[src/wait_ctl_pkg.sv]
// shared constants and types for the area wait state controller
package wait_ctl_pkg;
    localparam int num_areas = 8;
    localparam logic [1:0] reg_read_wait = 2'h0;
    localparam logic [1:0] reg_dma_wait = 2'h1;
    localparam logic [1:0] reg_long_wait = 2'h2;
    localparam logic [1:0] reg_bus_ctl = 2'h3;
    localparam logic [15:0] read_wait_reset = 16'hffff;
    localparam logic [15:0] dma_wait_reset = 16'hffff;
    localparam logic [15:0] read_wait_fixed_ones = 16'h00fd;
    localparam logic [15:0] read_wait_writable = 16'hff02;
    localparam logic [3:0] long_wait_reset = 4'hf;
    localparam int rw_msb = 15;
    localparam int rw_lsb = 8;
    localparam int ww1_bit = 1;
    localparam int a02_lw_lsb = 13;
    localparam int a6_lw_lsb = 11;
    localparam int dram_en_bit = 15;
    localparam int mux_io_bit = 14;
    localparam logic [2:0] st_one = 3'h1;
    localparam logic [2:0] st_two = 3'h2;
    localparam logic [2:0] st_three = 3'h3;
    localparam logic [2:0] st_four = 3'h4;

    typedef enum logic [2:0] {
        acc_cpu_read = 3'h0,
        acc_dram_write = 3'h1,
        acc_dma_read = 3'h2,
        acc_dma_write = 3'h3,
        acc_refresh = 3'h4
    } access_kind_t;

    typedef struct packed {
        logic start;
        access_kind_t kind;
        logic [2:0] area;
        logic on_chip;
        logic [1:0] refresh_wait;
    } cycle_req_t;

    typedef struct packed {
        logic [1:0] addr;
        logic [15:0] wdata;
        logic wr;
        logic rd;
    } reg_req_t;
endpackage

[src/cycle_timer.sv]
// counts the states of one bus cycle and samples the wait input
`timescale 1ns/100ps
module cycle_timer (
    input wire logic clk,
    input wire logic reset,
    input wire logic load,
    input wire logic [2:0] base_states,
    input wire logic [2:0] extra_states,
    input wire logic sample_wait,
    input wire logic wait_n,
    output logic busy,
    output logic done,
    output logic wait_state
);
    import wait_ctl_pkg::*;

    typedef struct packed {
        logic busy;
        logic [3:0] left;
        logic sample;
        logic done;
        logic wstate;
    } timer_state_t;

    timer_state_t state_reg, state_next;

    always_comb begin
        state_next = state_reg;
        state_next.done = 1'b0;
        state_next.wstate = 1'b0;
        if (load) begin
            state_next.busy = 1'b1;
            state_next.left = {1'b0, base_states} + {1'b0, extra_states};
            state_next.sample = sample_wait;
        end else if (state_reg.busy) begin
            if (state_reg.left > 4'h1) begin
                state_next.left = state_reg.left - 4'h1;
            end else if (state_reg.sample && !wait_n) begin
                // a low sample in the last state adds one more state
                state_next.wstate = 1'b1;
            end else begin
                state_next.busy = 1'b0;
                state_next.done = 1'b1;
            end
        end
    end

    always_ff @(posedge clk or posedge reset) begin
        if (reset) begin
            state_reg <= '0;
        end else begin
            state_reg <= state_next;
        end
    end

    assign busy = state_reg.busy;
    assign done = state_reg.done;
    assign wait_state = state_reg.wstate;
endmodule

[src/area_wait_state_control.sv]
// per-area wait state registers and bus cycle length control
//
// The register addresses and the address-and-strobe port were decided locally.
`timescale 1ns/100ps
// ---------------------------------------------------------------
// Notes on behaviour
// - read wait register is 16 bits, all ones at power-on, kept otherwise.
// - read bits 15..8 enable wait sampling for areas 7..0.
// - areas 1,3,4,5,7 external read: one state, or two plus waits.
// - areas 0,2,6 external read: one plus long wait, plus waits if enabled.
// - area 1 DRAM read column cycle: one state, or two plus waits.
// - with area 1 bit set, refresh inserts refresh wait, ignores wait input.
// - multiplexed I/O read in area 6: four states plus waits always.
// - on-chip peripheral read in area 5: three states, no sampling.
// - on-chip ROM area 0 and RAM area 7: one state, no sampling.
// - read register bits 7..2 and 0 read as one; software writes ones.
// - DRAM write column cycle: one state, or two plus waits.
// - DMA wait register is 16 bits, all ones at power-on, kept otherwise.
// - DMA read bits 15..8 enable sampling for DMA reads of areas 7..0.
// - DMA reads of areas 1,3,4,5,7: one state, or two plus waits.
// - DMA reads of areas 0,2,6: one plus long wait, plus waits if enabled.
// - DMA DRAM read column cycle: one state, or two plus waits.
// - DMA multiplexed I/O read in area 6: four states plus waits.
// - DMA write bits 7..0 time DMA writes like the DMA read bits.
// - two-bit long-wait fields for areas 0/2 and 6 give one to four states.
// - DRAM enable bit makes area 1 DRAM space.
// ---------------------------------------------------------------
module area_wait_state_control (
    input wire logic clk,
    input wire logic reset,
    input wire logic power_on_reset,
    input wire wait_ctl_pkg::reg_req_t reg_req,
    output logic [15:0] reg_rdata,
    input wire wait_ctl_pkg::cycle_req_t cycle_req,
    input wire logic wait_n,
    output logic cycle_busy,
    output logic cycle_done,
    output logic cycle_wait_state,
    output logic [2:0] cycle_states
);
    import wait_ctl_pkg::*;

    // ---------------------------------------------------------------
    // register state
    // ---------------------------------------------------------------
    typedef struct packed {
        logic [15:0] read_wait;
        logic [15:0] dma_wait;
        logic [3:0] long_wait;
        logic [1:0] bus_ctl;
        logic [15:0] rdata;
        logic [2:0] states;
    } ctl_state_t;

    ctl_state_t state_reg, state_next;
    logic [2:0] base_states;
    logic [2:0] extra_states;
    logic sample_wait;
    logic area_bit;
    logic [15:0] read_view;

    // long-wait field value 0..3 means 1..4 inserted states
    function automatic logic [2:0] long_wait_states(input logic [1:0] field);
        return {1'b0, field} + 3'h1;
    endfunction

    function automatic logic wait_bit(input logic [7:0] bits, input logic [2:0] area);
        return bits[area];
    endfunction

    assign read_view = state_reg.read_wait | read_wait_fixed_ones;

    // ---------------------------------------------------------------
    // cycle length decode
    // ---------------------------------------------------------------
    always_comb begin
        base_states = st_one;
        extra_states = 3'h0;
        sample_wait = 1'b0;
        case (cycle_req.kind)
            acc_cpu_read: area_bit = wait_bit(state_reg.read_wait[rw_msb:rw_lsb], cycle_req.area);
            acc_dram_write: area_bit = state_reg.read_wait[ww1_bit];
            acc_dma_read: area_bit = wait_bit(state_reg.dma_wait[rw_msb:rw_lsb], cycle_req.area);
            acc_dma_write: area_bit = wait_bit(state_reg.dma_wait[7:0], cycle_req.area);
            acc_refresh: area_bit = state_reg.read_wait[rw_lsb + 1];
            default: area_bit = 1'b1;
        endcase
        if (cycle_req.kind == acc_refresh) begin
            if (area_bit) begin
                extra_states = {1'b0, cycle_req.refresh_wait};
            end
        end else if (cycle_req.on_chip && cycle_req.area == 3'h5 && cycle_req.kind == acc_cpu_read) begin
            base_states = st_three;
        end else if (cycle_req.on_chip && cycle_req.kind == acc_cpu_read) begin
            base_states = st_one;
        end else if (cycle_req.area == 3'h6 && state_reg.bus_ctl[0]) begin
            base_states = st_four;
            sample_wait = 1'b1;
        end else if (cycle_req.area == 3'h1 && state_reg.bus_ctl[1]) begin
            // dram column cycle: short pitch or long pitch
            base_states = area_bit ? st_two : st_one;
            sample_wait = area_bit;
        end else if (cycle_req.area == 3'h0 || cycle_req.area == 3'h2) begin
            extra_states = long_wait_states(state_reg.long_wait[3:2]);
            sample_wait = area_bit;
        end else if (cycle_req.area == 3'h6) begin
            extra_states = long_wait_states(state_reg.long_wait[1:0]);
            sample_wait = area_bit;
        end else begin
            base_states = area_bit ? st_two : st_one;
            sample_wait = area_bit;
        end
    end

    // ---------------------------------------------------------------
    // register file
    // ---------------------------------------------------------------
    always_comb begin
        state_next = state_reg;
        state_next.rdata = 16'h0000;
        if (cycle_req.start) begin
            state_next.states = base_states + extra_states;
        end
        if (reg_req.wr) begin
            case (reg_req.addr)
                reg_read_wait: begin
                    // fixed-one bits ignore what is written
                    state_next.read_wait = (reg_req.wdata & read_wait_writable) | read_wait_fixed_ones;
                end
                reg_dma_wait: state_next.dma_wait = reg_req.wdata;
                reg_long_wait: state_next.long_wait = reg_req.wdata[a02_lw_lsb + 1:a6_lw_lsb];
                reg_bus_ctl: state_next.bus_ctl = {reg_req.wdata[dram_en_bit], reg_req.wdata[mux_io_bit]};
                default: state_next.bus_ctl = state_reg.bus_ctl;
            endcase
        end
        if (reg_req.rd) begin
            case (reg_req.addr)
                reg_read_wait: state_next.rdata = read_view;
                reg_dma_wait: state_next.rdata = state_reg.dma_wait;
                reg_long_wait: state_next.rdata = {1'b0, state_reg.long_wait, 11'h000};
                reg_bus_ctl: state_next.rdata = {state_reg.bus_ctl, 14'h0000};
                default: state_next.rdata = 16'h0000;
            endcase
        end
    end

    // the async reset is power-on only; manual reset and standby leave settings alone
    always_ff @(posedge clk or posedge reset) begin
        if (reset) begin
            state_reg.read_wait <= read_wait_reset;
            state_reg.dma_wait <= dma_wait_reset;
            state_reg.long_wait <= long_wait_reset;
            state_reg.bus_ctl <= 2'h0;
            state_reg.rdata <= 16'h0000;
            state_reg.states <= 3'h0;
        end else if (power_on_reset) begin
            state_reg.read_wait <= read_wait_reset;
            state_reg.dma_wait <= dma_wait_reset;
            state_reg.long_wait <= long_wait_reset;
            state_reg.bus_ctl <= 2'h0;
            state_reg.rdata <= 16'h0000;
            state_reg.states <= 3'h0;
        end else begin
            state_reg <= state_next;
        end
    end

    // ---------------------------------------------------------------
    // state counter
    // ---------------------------------------------------------------
    cycle_timer timer (
        .clk(clk),
        .reset(reset),
        .load(cycle_req.start),
        .base_states(base_states),
        .extra_states(extra_states),
        .sample_wait(sample_wait),
        .wait_n(wait_n),
        .busy(cycle_busy),
        .done(cycle_done),
        .wait_state(cycle_wait_state)
    );

    assign reg_rdata = state_reg.rdata;
    assign cycle_states = state_reg.states;
endmodule

[config.mk]
export PLATFORM = sky130hd
export DESIGN_NAME = area_wait_state_control
export DESIGN_NICKNAME = d
export VERILOG_FILES = /design/src/wait_ctl_pkg.sv /design/src/cycle_timer.sv /design/src/area_wait_state_control.sv
export SDC_FILE = /design/constraint.sdc
export NUM_CORES = 1
export LEC_CHECK = 0
export BUFFER_PORTS_ARGS = -buffer_cell sky130_fd_sc_hd__buf_2
export CAP_MARGIN = 20
export CORE_MARGIN = 4
export CORE_UTILIZATION = 30
export CTS_CLUSTER_DIAMETER = 50
export CTS_CLUSTER_SIZE = 16
export DETAILED_ROUTE_END_ITERATION = 7
export SYNTH_ARGS = -nofsm -noshare
export SYNTH_HDL_FRONTEND = slang
export SYNTH_SLANG_ARGS = --single-unit
[constraint.sdc]
create_clock -name clk -period 3.3 [get_ports clk]
set_input_delay 0.165 -clock clk [delete_from_list [all_inputs] [get_ports clk]]
set_output_delay 0.165 -clock clk [all_outputs]
set_load 0.02 [all_outputs]
==> out/qor.csv <==
stage;metric;value;unit
worst_setup_path;R2R Setup Slk;600;ps
synth;sequential fraction of the synthesis area;46.28;%
cells_and_area;commonest non-fill, non-tap cell in the layout;buf_2;
synth;Mapped Nets;363;
cells_and_area;most frequent cells in the layout;55 x buf_2, 40 x nand2_1, 29 x dfrtp_1, 29 x dfstp_2, 24 x nor2_1;
timing;period utilization;81.85;%
run;Max-Cap Viols;0;
clocking;setup bufs post-CTS;0;
detailed_routing;Final ANT Viol Nets;0;
synth;Seq cells post-synth;58;
worst_setup_path;WP data arrival;2960;ps
die;Die Footprint;12430;um2
power_and_ir_drop;combinational power share;20.5;%
worst_setup_path;CP required;3550;ps
min_path;Hold WC Path Type;in -> reg;
min_path;hold depth;3;
clocking;CTS tree;done;
timing;RSZ-0062 raised after global routing;false;
synth;number of flops mapped to enable cells by yosys;0;
place;Post-Place Cells;478;
grt;vias in the first global route;2429;
clocking;CTS root buf;clkbuf_8;
grt;initial antenna violation count;0;
clocking;H-tree depth;3;
worst_setup_path;Startpoint Class;register;
synth;Unique masters post-synth;45;
min_path;worst hold start;reg_req[7];
worst_setup_path;CP Buf/Inv Count;0;
clocking;Clock Latency Late Sink;330;ps
worst_setup_path;worst reg2reg endpoint;cycle_states[2];
clocking;clock sinks;58;
grt;Total GRT Usage;12.39;%
cells_and_area;post-route insts no fill;497;
detailed_routing;Post-Route WL;7.387;mm
place;Port Buf Inserts;55;
timing;Max Transition Viols Final;0;
cells_and_area;max reg flops;22;
worst_setup_path;Critical Path Stages;9;
timing;Slew @ Worst Pin;646.0;ps
place;Setup WS pre-CTS;425.3;ps
worst_setup_path;Slowest cell on crit path;dfstp_2;
timing;hold_ws;46.07;ps
power_and_ir_drop;P_int;0.001287;W
timing;crit path time final;2701;ps
die;num ports;56;
worst_setup_path;Reg-to-Reg Start;state_reg[33];
timing;final hold viol count;0;
clocking;post_cts resized;0;
timing;relative slew slack;56.93;%
power_and_ir_drop;Flop pwr share;45.7;%
timing;Finish-stage setup viols;0;
cells_and_area;share of layout cells above drive strength 1;30.75;%
clocking;Worst-path clk slew;70;ps
worst_setup_path;Worst setup EP type;register;
detailed_routing;Pre-antenna DRT Iters;5;
cells_and_area;NumNets Final;398;
worst_setup_path;Worst R2R Path Depth;9;
die;Die Y;111.5;um
grt;first-pass GRT wire length;12.39;mm
worst_setup_path;delay-heaviest family, CP;compound AO/OA/AOI/OAI gates;
power_and_ir_drop;clock group share of total power;33.8;%
power_and_ir_drop;Pleak;1.757;nW
grt;largest net degree at the start of global routing;36;
power_and_ir_drop;VDD IR max;0.1654;mV
cells_and_area;number of fillers in the final layout;1084;
clocking;Max Root-Sink Buffers;2;
timing;Fin Setup TNS;0;ps
timing;Max Freq;370.2;MHz
die;initial core utilization;31.00;%
die;std cell rows;37;
worst_setup_path;Setup Crit Path Kind;reg -> reg;
status;outcome;complete, no violations;
power_and_ir_drop;P_sw;0.0005409;W
worst_setup_path;crit path cell chain;mux2i_1 > a2111oi_4 > a31oi_4 > a311o_1 > ha_1 > fa_1 > xnor2_1 > and2_1 > nor3_1;
synth;cell area after synthesis;3214;um2
power_and_ir_drop;switch share;29.59;%
synth;fraction of registers with async set/reset;100.0;%
timing;clock skew;7.334;ps
detailed_routing;Avg WL per Cell;14.86;um
worst_setup_path;slowest cell delay on critical path;550;ps
synth;Synth Flop Type;dfstp_2;
synth;yosys warns;0;
clocking;hold_buf cts;1;
place;DP HPWL;5.468;mm
min_path;Hold Path End;state_reg[30];
worst_setup_path;CP Max Fanout;5;
die;die width;111.5;um
synth;Mapped Avg Cell Area;10.01;um2
timing;PnR worst setup slack;599.0;ps
place;Routability Congestion;0.8450;
grt;GRT Residual Overflow;0;
power_and_ir_drop;Power Density;498.0;nW/um2
clocking;CTS buffer count;9;
detailed_routing;Remaining DRCs;0;
cells_and_area;P&R area growth vs syn;14.21;%
die;core area;10370;um2
synth;Post-Syn Instances;321;
detailed_routing;vias per cell;4.724;
detailed_routing;vias post-DR;2348;
cells_and_area;n_diodes;0;
detailed_routing;DRT iter0 DRCs;119;
-- kinds of logic after synthesis --
family                     count (synthesis)  synth area share, %
adders and majority gates                  8                3.348
xor gates and xnor gates                   3               0.8176
AOI/OAI and AO/OA                         54                12.38
DFF                                       58                46.28
buffers and inverters                     48                8.174
muxes                                     25                9.109
and+or+nand+nor                          125                19.89
-- power groups by stage --
stage,clock network [W],registers (W),logic [W]
6_report,0.000619,0.000835,0.000374
5_1_grt,0.000673,0.000846,0.000423
4_1_cts,0.000645,0.000835,0.000377
3_5_place_dp,0,0.000846,0.000374
3_3_place_gp,0,0.000845,0.000367
2_1_floorplan,0,0.000843,0.000284
-- tightest hold or removal path: cells and delay by family --
family / cells / cell delay (ps)
simple gates: 2 / 110
buf+inv: 1 / 90
-- synth_stat cells (3+ instances only) --
cell	n	area [um2]
a211o_1	13	113.9
a21oi_1	17	85.08
a22oi_1	3	22.52
a31oi_1	4	25.02
and3_1	5	31.28
buf_2	3	15.01
buf_4	19	142.6
clkbuf_1	12	45.04
dfrtp_1	29	725.7
dfstp_2	29	762.0
ha_1	7	87.58
inv_1	12	45.04
mux2i_1	21	210.2
nand2_1	40	150.1
nand2b_1	6	37.54
nand3_1	6	30.03
nand3b_1	16	120.1
nor2_1	24	90.09
nor2b_1	14	87.58
nor3_1	3	15.01
o21ai_0	5	25.02
xnor2_1	3	26.28
-- per-layer routing --
metal / wire, um / GRT usage, % / vias up
li1: - / - / 1160
met1: 3680 / 17.71 / 1111
met2: 3251 / 18.09 / 68
met3: 357 / 3.587 / 9
met4: 97 / 3.893 / 0
met5: 0 / 0 / -
-- worst max path at each step --
| stage | start | end | slack, ps |
|---|---|---|---|
| 5_1_grt | state_reg[27] | cycle_states[2] | 450 |
| 2_1_floorplan | state_reg[35] | cycle_states[2] | 780 |
| 6_report | state_reg[33] | cycle_states[2] | 600 |
| 4_1_cts | state_reg[33] | cycle_states[2] | 580 |
| 3_3_place_gp | cycle_req[4] | cycle_states[2] | 520 |
| 3_5_place_dp | cycle_req[4] | cycle_states[2] | 430 |
-- layout make-up --
cell class,count,area [um2],area share (%)
clock buffer,10,127.6,3.476
clock inverter,6,57.56,1.568
inverter,12,45.04,1.227
multi-input combinational,215,1464,39.88
sequential,58,1488,40.52
tap,136,170.2,4.635
timing repair buffer,60,319.1,8.691
-- through the flow --
step                power, W  util, %  cell area (um2)
CTS                 0.001857    35.22             3652
global placement    0.001212    33.34             3457
floorplan           0.001127        -             3214
detailed placement  0.001220    33.34             3457
finish              0.001828    35.40             3671
global route        0.001942    35.40             3671
(Power assumes the default switching activity.)
